<file path="config.mk">
export PLATFORM = sky130hd
export DESIGN_NAME = tcp_timer_ctrl
export DESIGN_NICKNAME = d
export VERILOG_FILES = /design/src/inc/tcp_pkg.sv /design/src/logic/tcp_periodic_gen.sv /design/src/logic/tcp_timer_ctrl.sv
export SDC_FILE = /design/constraint.sdc
export NUM_CORES = 1
export LEC_CHECK = 0
export BUFFER_PORTS_ARGS = -buffer_cell sky130_fd_sc_hd__buf_2
export CORE_UTILIZATION = 40
export DETAILED_ROUTE_END_ITERATION = 10
export SKIP_LAST_GASP = 1
export SLEW_MARGIN = 15
export SYNTH_ARGS = -nofsm -noshare
export SYNTH_HDL_FRONTEND = slang
export SYNTH_HIERARCHICAL = 1
export SYNTH_SLANG_ARGS = --single-unit
export TNS_END_PERCENT = 100
</file>
<file path="constraint.sdc">
create_clock -name CORE_CLK -period 2.65 [get_ports CORE_CLK]
set_input_delay 0.53 -clock CORE_CLK [delete_from_list [all_inputs] [get_ports CORE_CLK]]
set_output_delay 0.53 -clock CORE_CLK [all_outputs]
set_load 0.05 [all_outputs]
</file>
<file path="src/inc/tcp_pkg.sv">
/*
 * Shared constants and carrier types of the timer control block:
 * register indices and byte addresses, field positions, reset values,
 * timing counts, pin action codes and the APB request and answer types.
 * Assumes a 32-bit APB with 12-bit byte addresses, one word per register.
 */
package tcp_pkg;

	// bus widths
	localparam int unsigned ADDR_W = 12;
	localparam int unsigned DATA_W = 32;

	////////////////////////////////////////////////////////////////////////
	// register indices (byte address is four times the index)
	localparam logic [7:0] IDX_PIN_ACTION   = 8'h20;
	localparam logic [7:0] IDX_CC_ENABLE    = 8'h22;
	localparam logic [7:0] IDX_CC_FLAGS     = 8'h23;
	localparam logic [7:0] IDX_OVF_ENABLE   = 8'h24;
	localparam logic [7:0] IDX_OVF_FLAGS    = 8'h25;
	localparam logic [7:0] IDX_ACCUM_CTRL   = 8'h26;
	localparam logic [7:0] IDX_MODE_CONFIG  = 8'h28;

	// byte addresses derived from the indices
	localparam logic [ADDR_W-1:0] ADDR_PIN_ACTION  = {2'b00, IDX_PIN_ACTION, 2'b00};
	localparam logic [ADDR_W-1:0] ADDR_CC_ENABLE   = {2'b00, IDX_CC_ENABLE, 2'b00};
	localparam logic [ADDR_W-1:0] ADDR_CC_FLAGS    = {2'b00, IDX_CC_FLAGS, 2'b00};
	localparam logic [ADDR_W-1:0] ADDR_OVF_ENABLE  = {2'b00, IDX_OVF_ENABLE, 2'b00};
	localparam logic [ADDR_W-1:0] ADDR_OVF_FLAGS   = {2'b00, IDX_OVF_FLAGS, 2'b00};
	localparam logic [ADDR_W-1:0] ADDR_ACCUM_CTRL  = {2'b00, IDX_ACCUM_CTRL, 2'b00};
	localparam logic [ADDR_W-1:0] ADDR_MODE_CONFIG = {2'b00, IDX_MODE_CONFIG, 2'b00};

	////////////////////////////////////////////////////////////////////////
	// reset value shared by every register of the block
	localparam logic [7:0] RESET_BYTE = 8'h00;

	// compare/capture flag register: bit 3 is the shared channel
	localparam int unsigned CC_SHARED_BIT = 3;

	// overflow/periodic enable and flag register fields
	localparam int unsigned OVF_BIT       = 7;
	localparam int unsigned PERIODIC_BIT  = 6;
	localparam int unsigned ACC_OVF_BIT   = 5;
	localparam int unsigned ACC_EDGE_BIT  = 4;
	localparam int unsigned PRESCALE_LSB  = 0;
	localparam logic [7:0]  OVF_EN_MASK   = 8'hF0;
	localparam logic [7:0]  OVF_FLAG_MASK = 8'hF0;

	// accumulator control fields
	localparam int unsigned ACC_EN_BIT      = 6;
	localparam int unsigned ACC_MODE_BIT    = 5;
	localparam int unsigned ACC_POL_BIT     = 4;
	localparam int unsigned SEL_C4_BIT      = 2;
	localparam int unsigned RATE_LSB        = 0;
	localparam logic [7:0]  ACCUM_CTRL_MASK = 8'h77;

	// mode config: bit 0 set lifts the write-once prescaler lock
	localparam int unsigned SPECIAL_MODE_BIT = 0;

	////////////////////////////////////////////////////////////////////////
	// timing counts in core clock cycles
	localparam logic [6:0] PRESCALE_WINDOW_CYCLES = 7'h40;
	localparam int unsigned PERIODIC_BASE_CYCLES  = 8192;

	// prescaler terminal counts for divide by 1, 4, 8, 16
	localparam logic [3:0] PRE_TC_DIV1  = 4'h0;
	localparam logic [3:0] PRE_TC_DIV4  = 4'h3;
	localparam logic [3:0] PRE_TC_DIV8  = 4'h7;
	localparam logic [3:0] PRE_TC_DIV16 = 4'hF;

	// compare pin action codes, mode bit high, level bit low
	typedef enum logic [1:0] {
		ACT_DISCONNECT = 2'b00,
		ACT_TOGGLE     = 2'b01,
		ACT_CLEAR      = 2'b10,
		ACT_SET        = 2'b11
	} tcp_action_t;

	// write-once lock of the prescaler field
	typedef enum logic {
		LOCK_OPEN = 1'b0,
		LOCK_SHUT = 1'b1
	} tcp_lock_t;

	// APB request as driven by the master
	typedef struct packed {
		logic              psel;
		logic              penable;
		logic              pwrite;
		logic [ADDR_W-1:0] paddr;
		logic [DATA_W-1:0] pwdata;
	} tcp_apb_req_t;

	// APB answer of the slave
	typedef struct packed {
		logic [DATA_W-1:0] prdata;
		logic              pready;
		logic              pslverr;
	} tcp_apb_rsp_t;

endpackage

</file>
<file path="src/logic/tcp_periodic_gen.sv">
/*
 * Free-running periodic timeout generator.
 * Assumes a synchronous active-high reset on the same clock; the rate
 * select comes from a register on that clock.
 */
`timescale 1ns/1ps

module tcp_periodic_gen #(
	parameter int unsigned BASE_CYCLES = tcp_pkg::PERIODIC_BASE_CYCLES
) (
	input  wire logic       clk,
	input  wire logic       reset,
	input  wire logic [1:0] rate,
	output logic            timeout
);
	import tcp_pkg::*;

	logic [16:0] count; // cycles since the last timeout
	logic [16:0] last;  // final count of the selected period

	// period is the base doubled once per rate step
	always_comb begin
		case (rate)
			2'b00:   last = 17'(BASE_CYCLES - 1);
			2'b01:   last = 17'(2 * BASE_CYCLES - 1);
			2'b10:   last = 17'(4 * BASE_CYCLES - 1);
			default: last = 17'(8 * BASE_CYCLES - 1);
		endcase
	end

	// runs without pause; only reset restarts the count, so the first
	// timeout comes one whole period after reset
	always_ff @(posedge clk) begin
		if (reset) begin
			count   <= 17'h0_0000;
			timeout <= 1'b0;
		end else if (count >= last) begin
			// >= so a rate cut mid-period still ends at once
			count   <= 17'h0_0000;
			timeout <= 1'b1;
		end else begin
			count   <= count + 17'h0_0001;
			timeout <= 1'b0;
		end
	end

endmodule

</file>
<file path="src/logic/tcp_timer_ctrl.sv">
/*
 * Control and status of a 16-bit free-running timer: compare pin
 * actions for channels 2 to 5, compare/capture and overflow/periodic
 * enables and flags, write-once prescaler and periodic interrupt.
 * Assumes compare matches, capture edges and accumulator events arrive
 * as one-cycle pulses from logic on CORE_CLK; registers sit on APB.
 */
`timescale 1ns/1ps

module tcp_timer_ctrl #(
	parameter int unsigned PERIODIC_CYCLES = tcp_pkg::PERIODIC_BASE_CYCLES
) (
	input  wire logic                  CORE_CLK,
	input  wire logic                  RESET,
	input  wire tcp_pkg::tcp_apb_req_t APB_REQ,
	output tcp_pkg::tcp_apb_rsp_t      APB_RSP,
	input  wire logic [4:0]            COMPARE_MATCH,
	input  wire logic [3:0]            CAPTURE_EVENT,
	input  wire logic                  ACCUM_OVERFLOW_EVENT,
	input  wire logic                  ACCUM_EDGE_EVENT,
	output logic [15:0]                COUNTER_VALUE,
	output logic                       PRESCALE_TICK,
	output logic [3:0]                 COMPARE_PIN_LEVEL,
	output logic [3:0]                 COMPARE_PIN_DRIVE,
	output logic [2:0]                 ACCUM_CONTROL,
	output logic                       CAPTURE4_SELECT,
	output logic                       COMPARE_CAPTURE_IRQ,
	output logic                       OVERFLOW_IRQ,
	output logic                       PERIODIC_IRQ,
	output logic                       ACCUM_IRQ
);
	import tcp_pkg::*;

	////////////////////////////////////////////////////////////////////////
	// registers and internal state

	logic [7:0]  compare_pin_action_ctrl;           // mode/level pairs
	logic [7:0]  compare_capture_irq_enable;        // one per flag
	logic [7:0]  compare_capture_event_flags;       // sticky events
	logic [7:0]  overflow_periodic_enable_prescale; // enables + divider
	logic [7:0]  overflow_periodic_event_flags;     // sticky events
	logic [7:0]  pulse_accumulator_control;         // accum, select, rate
	logic        special_mode;                      // lifts write-once
	tcp_lock_t   prescale_lock;                     // prescaler lock
	logic [6:0]  window_count;                      // cycles since reset
	logic [3:0]  pre_count;                         // prescaler divider
	logic [3:0]  pre_tc;                            // divider end value
	logic        periodic_timeout;                  // one-cycle pulse
	logic        capture4_compare5_select;          // shared channel use
	logic [1:0]  periodic_rate_select;              // periodic rate
	logic [1:0]  prescale_select;                   // counter divider

	// bus decode
	logic        setup_phase;  // first cycle of a transfer
	logic        wr_take;      // write takes effect this edge
	logic        hit_mapped;   // address is one of ours
	logic [7:0]  wdata;        // low byte of write data
	logic [7:0]  rd_byte;      // read mux output
	logic        prescale_ok;  // prescaler write allowed now

	// flag update terms
	logic [7:0]  cc_set;       // compare/capture set pulses
	logic [7:0]  cc_clear;     // software clear mask
	logic [7:0]  next_cc_flags;
	logic [7:0]  ovf_set;
	logic [7:0]  ovf_clear;
	logic [7:0]  next_ovf_flags;
	logic        counter_wrap; // counter passes from all ones to zero

	assign capture4_compare5_select =
		pulse_accumulator_control[SEL_C4_BIT];
	assign periodic_rate_select =
		pulse_accumulator_control[RATE_LSB +: 2];
	assign prescale_select =
		overflow_periodic_enable_prescale[PRESCALE_LSB +: 2];

	////////////////////////////////////////////////////////////////////////
	// APB decode

	assign setup_phase = APB_REQ.psel & ~APB_REQ.penable;
	// pready is high in every access phase, so access plus psel suffices
	assign wr_take = APB_REQ.psel & APB_REQ.penable & APB_RSP.pready
		& APB_REQ.pwrite;
	assign wdata = APB_REQ.pwdata[7:0];

	// mapped address check, also used for the error answer
	always_comb begin
		case (APB_REQ.paddr)
			ADDR_PIN_ACTION,
			ADDR_CC_ENABLE,
			ADDR_CC_FLAGS,
			ADDR_OVF_ENABLE,
			ADDR_OVF_FLAGS,
			ADDR_ACCUM_CTRL,
			ADDR_MODE_CONFIG: hit_mapped = 1'b1;
			default:          hit_mapped = 1'b0;
		endcase
	end

	// read mux; unused upper bits and reserved bits read zero
	always_comb begin
		case (APB_REQ.paddr)
			ADDR_PIN_ACTION:  rd_byte = compare_pin_action_ctrl;
			ADDR_CC_ENABLE:   rd_byte = compare_capture_irq_enable;
			ADDR_CC_FLAGS:    rd_byte = compare_capture_event_flags;
			ADDR_OVF_ENABLE:  rd_byte = overflow_periodic_enable_prescale;
			ADDR_OVF_FLAGS:   rd_byte = overflow_periodic_event_flags;
			ADDR_ACCUM_CTRL:  rd_byte = pulse_accumulator_control;
			ADDR_MODE_CONFIG: rd_byte = {7'h00, special_mode};
			default:          rd_byte = 8'h00;
		endcase
	end

	// answer: ready and data are loaded in the setup cycle, so every
	// transfer completes in its first access cycle with no wait state
	always_ff @(posedge CORE_CLK) begin
		if (RESET) begin
			APB_RSP.pready  <= 1'b0;
			APB_RSP.pslverr <= 1'b0;
			APB_RSP.prdata  <= 32'h0000_0000;
		end else begin
			APB_RSP.pready  <= setup_phase;
			APB_RSP.pslverr <= setup_phase & ~hit_mapped;
			if (setup_phase & ~APB_REQ.pwrite) begin
				APB_RSP.prdata <= {24'h00_0000, rd_byte};
			end else begin
				APB_RSP.prdata <= 32'h0000_0000;
			end
		end
	end

	////////////////////////////////////////////////////////////////////////
	// plain control registers

	// pin action pairs, enables and accumulator control
	always_ff @(posedge CORE_CLK) begin
		if (RESET) begin
			compare_pin_action_ctrl    <= RESET_BYTE;
			compare_capture_irq_enable <= RESET_BYTE;
			pulse_accumulator_control  <= RESET_BYTE;
			special_mode               <= 1'b0;
		end else if (wr_take) begin
			case (APB_REQ.paddr)
				ADDR_PIN_ACTION:
					compare_pin_action_ctrl <= wdata;
				ADDR_CC_ENABLE:
					compare_capture_irq_enable <= wdata;
				ADDR_ACCUM_CTRL:
					pulse_accumulator_control <=
						wdata & ACCUM_CTRL_MASK;
				ADDR_MODE_CONFIG:
					special_mode <= wdata[SPECIAL_MODE_BIT];
				default: ;
			endcase
		end
	end

	////////////////////////////////////////////////////////////////////////
	// write-once prescaler

	// normal mode allows one write, only inside the window after reset;
	// a late or second write still updates the enable bits
	assign prescale_ok = special_mode
		| ((prescale_lock == LOCK_OPEN)
		& (window_count < PRESCALE_WINDOW_CYCLES));

	// window counter saturates once the window has passed
	always_ff @(posedge CORE_CLK) begin
		if (RESET) begin
			window_count <= 7'h00;
		end else if (window_count < PRESCALE_WINDOW_CYCLES) begin
			window_count <= window_count + 7'h01;
		end
	end

	// lock shuts on the first write, never reopens until reset
	always_ff @(posedge CORE_CLK) begin
		if (RESET) begin
			prescale_lock <= LOCK_OPEN;
		end else begin
			case (prescale_lock)
				LOCK_OPEN: begin
					if (wr_take & (APB_REQ.paddr == ADDR_OVF_ENABLE)) begin
						prescale_lock <= LOCK_SHUT;
					end
				end
				LOCK_SHUT: prescale_lock <= LOCK_SHUT;
				default:   prescale_lock <= LOCK_SHUT;
			endcase
		end
	end

	// enable bits 7..4, bits 3..2 held zero, prescaler gated by the lock
	always_ff @(posedge CORE_CLK) begin
		if (RESET) begin
			overflow_periodic_enable_prescale <= RESET_BYTE;
		end else if (wr_take & (APB_REQ.paddr == ADDR_OVF_ENABLE)) begin
			overflow_periodic_enable_prescale[7:4] <=
				wdata[7:4] & OVF_EN_MASK[7:4];
			overflow_periodic_enable_prescale[3:2] <= 2'b00;
			if (prescale_ok) begin
				overflow_periodic_enable_prescale[1:0] <=
					wdata[PRESCALE_LSB +: 2];
			end
		end
	end

	////////////////////////////////////////////////////////////////////////
	// prescaler and free-running counter

	// divider end value per select code
	always_comb begin
		case (prescale_select)
			2'b00:   pre_tc = PRE_TC_DIV1;
			2'b01:   pre_tc = PRE_TC_DIV4;
			2'b10:   pre_tc = PRE_TC_DIV8;
			default: pre_tc = PRE_TC_DIV16;
		endcase
	end

	// >= keeps the divider safe if the select shrinks mid-count
	always_ff @(posedge CORE_CLK) begin
		if (RESET) begin
			pre_count     <= 4'h0;
			PRESCALE_TICK <= 1'b0;
		end else if (pre_count >= pre_tc) begin
			pre_count     <= 4'h0;
			PRESCALE_TICK <= 1'b1;
		end else begin
			pre_count     <= pre_count + 4'h1;
			PRESCALE_TICK <= 1'b0;
		end
	end

	assign counter_wrap = PRESCALE_TICK & (COUNTER_VALUE == 16'hFFFF);

	// counter advances one step per prescaler tick
	always_ff @(posedge CORE_CLK) begin
		if (RESET) begin
			COUNTER_VALUE <= 16'h0000;
		end else if (PRESCALE_TICK) begin
			COUNTER_VALUE <= COUNTER_VALUE + 16'h0001;
		end
	end

	////////////////////////////////////////////////////////////////////////
	// periodic interrupt divider

	tcp_periodic_gen #(
		.BASE_CYCLES (PERIODIC_CYCLES)
	) u_periodic (
		.clk     (CORE_CLK),
		.reset   (RESET),
		.rate    (periodic_rate_select),
		.timeout (periodic_timeout)
	);

	////////////////////////////////////////////////////////////////////////
	// event flags

	// compare/capture set pulses in register bit order
	always_comb begin
		cc_set = 8'h00;
		cc_set[7] = COMPARE_MATCH[0];
		cc_set[6] = COMPARE_MATCH[1];
		cc_set[5] = COMPARE_MATCH[2];
		cc_set[4] = COMPARE_MATCH[3];
		// shared bit follows whichever function is selected
		cc_set[CC_SHARED_BIT] = capture4_compare5_select
			? CAPTURE_EVENT[3] : COMPARE_MATCH[4];
		cc_set[2] = CAPTURE_EVENT[0];
		cc_set[1] = CAPTURE_EVENT[1];
		cc_set[0] = CAPTURE_EVENT[2];
	end

	// ones clear, zeros leave alone; a same-cycle event wins
	assign cc_clear = (wr_take & (APB_REQ.paddr == ADDR_CC_FLAGS))
		? wdata : 8'h00;
	assign next_cc_flags = (compare_capture_event_flags & ~cc_clear)
		| cc_set;

	always_ff @(posedge CORE_CLK) begin
		if (RESET) begin
			compare_capture_event_flags <= RESET_BYTE;
		end else begin
			compare_capture_event_flags <= next_cc_flags;
		end
	end

	// overflow/periodic set pulses; low nibble never sets
	always_comb begin
		ovf_set = 8'h00;
		ovf_set[OVF_BIT]      = counter_wrap;
		ovf_set[PERIODIC_BIT] = periodic_timeout;
		ovf_set[ACC_OVF_BIT]  = ACCUM_OVERFLOW_EVENT;
		ovf_set[ACC_EDGE_BIT] = ACCUM_EDGE_EVENT;
	end

	assign ovf_clear = (wr_take & (APB_REQ.paddr == ADDR_OVF_FLAGS))
		? wdata : 8'h00;
	assign next_ovf_flags = ((overflow_periodic_event_flags & ~ovf_clear)
		| ovf_set) & OVF_FLAG_MASK;

	always_ff @(posedge CORE_CLK) begin
		if (RESET) begin
			overflow_periodic_event_flags <= RESET_BYTE;
		end else begin
			overflow_periodic_event_flags <= next_ovf_flags;
		end
	end

	////////////////////////////////////////////////////////////////////////
	// interrupt requests, registered from flags and enables

	// the shared enable bit gates whichever function owns bit 3
	always_ff @(posedge CORE_CLK) begin
		if (RESET) begin
			COMPARE_CAPTURE_IRQ <= 1'b0;
			OVERFLOW_IRQ        <= 1'b0;
			PERIODIC_IRQ        <= 1'b0;
			ACCUM_IRQ           <= 1'b0;
		end else begin
			COMPARE_CAPTURE_IRQ <= |(compare_capture_event_flags
				& compare_capture_irq_enable);
			OVERFLOW_IRQ <= overflow_periodic_event_flags[OVF_BIT]
				& overflow_periodic_enable_prescale[OVF_BIT];
			PERIODIC_IRQ <= overflow_periodic_event_flags[PERIODIC_BIT]
				& overflow_periodic_enable_prescale[PERIODIC_BIT];
			ACCUM_IRQ <= (overflow_periodic_event_flags[ACC_OVF_BIT]
				& overflow_periodic_enable_prescale[ACC_OVF_BIT])
				| (overflow_periodic_event_flags[ACC_EDGE_BIT]
				& overflow_periodic_enable_prescale[ACC_EDGE_BIT]);
		end
	end

	// accumulator setup and shared channel select to neighbours
	always_ff @(posedge CORE_CLK) begin
		if (RESET) begin
			ACCUM_CONTROL   <= 3'b000;
			CAPTURE4_SELECT <= 1'b0;
		end else begin
			ACCUM_CONTROL <= {pulse_accumulator_control[ACC_EN_BIT],
				pulse_accumulator_control[ACC_MODE_BIT],
				pulse_accumulator_control[ACC_POL_BIT]};
			CAPTURE4_SELECT <= capture4_compare5_select;
		end
	end

	////////////////////////////////////////////////////////////////////////
	// compare pin actions, channels 2..5 as index 0..3

	genvar ch;
	generate
		for (ch = 0; ch < 4; ch++) begin : g_pin
			tcp_action_t action; // pair for this channel
			logic        active; // channel owns its pin
			logic        fire;   // match that acts on the pin

			assign action = tcp_action_t'(
				compare_pin_action_ctrl[7-2*ch -: 2]);
			// channel five loses its pin to capture four
			assign active = (ch != 3) | ~capture4_compare5_select;
			assign fire = COMPARE_MATCH[ch+1] & active;

			// level changes only on a qualifying match
			always_ff @(posedge CORE_CLK) begin
				if (RESET) begin
					COMPARE_PIN_LEVEL[ch] <= 1'b0;
				end else if (fire) begin
					case (action)
						ACT_TOGGLE: COMPARE_PIN_LEVEL[ch] <=
							~COMPARE_PIN_LEVEL[ch];
						ACT_CLEAR:  COMPARE_PIN_LEVEL[ch] <= 1'b0;
						ACT_SET:    COMPARE_PIN_LEVEL[ch] <= 1'b1;
						default:    ; // disconnected: level held
					endcase
				end
			end

			// timer drives the pin unless disconnected or not selected
			always_ff @(posedge CORE_CLK) begin
				if (RESET) begin
					COMPARE_PIN_DRIVE[ch] <= 1'b0;
				end else begin
					COMPARE_PIN_DRIVE[ch] <=
						(action != ACT_DISCONNECT) & active;
				end
			end
		end
	endgenerate

endmodule

</file>
==> results.yml <==
worst_setup_path:
  arrival_ns: 2.35
  end_kind: "flop"
  cp_max_fo: 17
  worstPathRequired_ns: 2.99
  worstSetupStartpointType: "flop"
  worstSetupPathType: "reg -> reg"
final_layout:
  areaGrowthSynthToFinish_pct: 19.4
  antennaDiodeCount: 0
  fin_nets: 753
  layout-drive-gt1-share_pct: 18.8
synthesis:
  synth_compound_gate_area_share_pct: 11.9
  synth_cells: 609
  muxShareOfSynthArea_pct: 5.24
  ys_warn_count: 6
  post_synth_num_cell_types: 54
  avgSynthCellArea_um2: 8.70
  yosysTopAreaCell: "dfxtp_1"
  syn_area_um2: 5300
  netlist.area_leader.share_pct: 43.1
  synthFlopType: "dfxtp_1"
  ys_ff_latch: 114
  synth_top_family_by_area: "simple AND/OR/NAND/NOR gates"
  synthTopCellsByArea: "dfxtp_1, nand3_1, nor2_1, mux2i_1, a21oi_1"
  synthSimpleGateAreaFrac_pct: 23.5
  synth_most_common_cell: "dfxtp_1"
  ys_seq_area_share_pct: 43.1
  synth_common_cells: "dfxtp_1, nor2_1, nand3_1"
  async_flop_share_pct: 0
  synth_xor_area_share_pct: 5.12
  synth_edf_count: 0
  synthAdderAreaFrac_pct: 2.60
grt:
  met2_usage_pct: 31.9
  use_met1_pct: 23.6
  grt_util_all_layers_pct: 19.6
  grt_pass1_vias: 4134
  grtUsageMet3_pct: 5.77
  overflow: 0
  grt_pass1_wl_um: 20000
  grt_max_degree: 91
  antenna_found_initial: 0
  busiest_layer: "met2"
detailed_routing:
  vias_per_cell: 5.16
  drt_iter0_markers: 304
  routed_wl_um: 12500
  vias: 4475
  remaining_drc_errors: 0
  first_pass_iters: 5
  wire_per_inst_um: 14.4
  drt.antenna.violating_nets: 0
power_and_ir_drop:
  p_per_area_nw_per_um2: 695
  ir_drop_mv: 0.364
  finalPower_mw: 4.40
  power_leakage_nw: 2.56
min_path:
  min_path_type: "in -> reg"
place:
  dp.final_hpwl_um: 8920
  gp_congestion: 0.896
  portBuffers: 78
floorplanning:
  row_count: 41
  initial_core_util_pct: 41.5
  die_h_um: 117
  dieArea_um2: 13700
  die_w_um: 117
  io_pins: 127
  coreArea_um2: 12800
cts:
  postCtsSetupBuffers: 0
  cts-buffers-inserted: 17
  clock_sinks: 114
  clock_latency_ns: 0.41
  cts_hold_buf: 0
  root_buffer: "clkbuf_16"
  h-tree-depth: 4
  cts_tree: "yes"
  cts_max_path_buffers: 2
  clkTransAtPathRegs_ns: 0.05
  cts_resized: 0
sta:
  fin_setup_tns_ns: 0
  final_max_slew_viol_count: 0
  slew_headroom_pct: 63.4
  tightest_slew_ns: 0.543
  fin_crit_sh_pct: 75.9
  fmax_mhz: 497
  skew_ns: 0.00684
  period_minus_slack_ns: 2.01
  finalSetupViolCount: 0
  hold_viol_final: 0
  rsz0062_at_grt: "false"
job:
  max_cap_violations: 0
run_status:
  status: "completed"
[cells in the final DEF, fill, tap and decap left out, drive strengths merged, types with 3 or more instances in the layout]
cell / Yosys / routed
clkinvlp: 0 / 3
bufinv: 0 / 3
a22o: 3 / 3
o21ai: 40 / 40
nor2b: 11 / 11
ha: 11 / 11
and2: 3 / 3
or3: 5 / 5
nand2: 26 / 26
inv: 26 / 26
xor2: 11 / 11
nand4: 16 / 16
a22oi: 8 / 8
nor3: 18 / 18
clkinv: 0 / 3
and4: 3 / 3
mux2i: 21 / 21
nand2b: 22 / 22
nand3: 47 / 47
and3: 4 / 4
clkbuf: 13 / 23
buf: 42 / 86
xnor2: 20 / 20
nor4: 9 / 9
a21oi: 41 / 41
conb: 1 / 24
dfxtp: 114 / 114
nor2: 63 / 63
a31oi: 4 / 4
[stage by stage]
step / instances / cell area, um2 / setup slack, ns / util [%] / hold slack [ns]
detailed placement: 835 / 5710 / 0.453 / 44.7 / 0.435
global route: 867 / 6330 / 0.521 / 49.5 / 0.341
finish: 867 / 6330 / 0.637 / 49.5 / 0.349
global placement: 835 / 5710 / 0.497 / 44.7 / 0.428
floorplan: 632 / 5390 / 0.878 / - / 0.411
CTS: 867 / 6330 / 0.653 / 49.5 / 0.331
[kinds of logic after synthesis]
kind of cell,after synthesis
AND/OR/NAND/NOR,237
flip-flops,114
AO/OA/AOI/OAI,109
buffers and inverters,81
XOR/XNOR,31
multiplexers,25
adder cells (fa/ha/maj),11
other,1
[routing by layer]
layer | wire, um | part of all wire (%)
met2 | 5770 | 46
met3 | 764 | 6.1
met5 | 0 | 0
met1 | 5630 | 45
met4 | 324 | 2.6
[state kept, by name, indices dropped and copies added, names as in the netlist, 3 cells and up]
register	flops
COMPARE_PIN_DRIVE	4
overflow_periodic_enable_prescale	6
compare_capture_irq_enable	8
overflow_periodic_event_flags	4
COMPARE_PIN_LEVEL	4
u_periodic/count	17
compare_capture_event_flags	8
pulse_accumulator_control	6
window_count	7
APB_RSP	10
ACCUM_CONTROL	3
compare_pin_action_ctrl	8
pre_count	4
COUNTER_VALUE	16
[critical path, cell delays in order, from the launching register on]
cell and delay, ns:
dfxtp_1 0.43, inv_1 0.07, ha_1 0.29, a21o_1 0.16
a211o_1 0.30, a211o_1 0.45, nor3_1 0.24
[power breakdown]
group	internal (mW)	switching, mW	total (mW)
registers	1.74	0.0257	1.77
logic	0.0768	0.210	0.287
clock network	1.57	0.775	2.35
total	3.39	1.01	4.40
[cell type report]
cell class | count | area, um2
multi-input cells | 437 | 2660
repair buffers | 86 | 463
clock buffers | 23 | 488
inverters | 26 | 97.6
clock inverters | 9 | 128
flip-flops and latches | 114 | 2280
fillers | 1231 | 6440
well taps | 172 | 215
[path summary, 6_finish.rpt]
kind / start / endpoint / slack, ns / cells past startpoint
setup / recovery: pulse_accumulator_control[1] / u_periodic/count[16] / 0.64 / 6
hold / removal: ACCUM_EDGE_EVENT / overflow_periodic_event_flags[4] / 0.35 / 3
setup reg to reg: pulse_accumulator_control[1] / u_periodic/count[16] / 0.64 / 6
hold reg to reg: u_periodic/timeout / overflow_periodic_event_flags[6] / 0.44 / 2
Power figures use the tool's default switching activity.
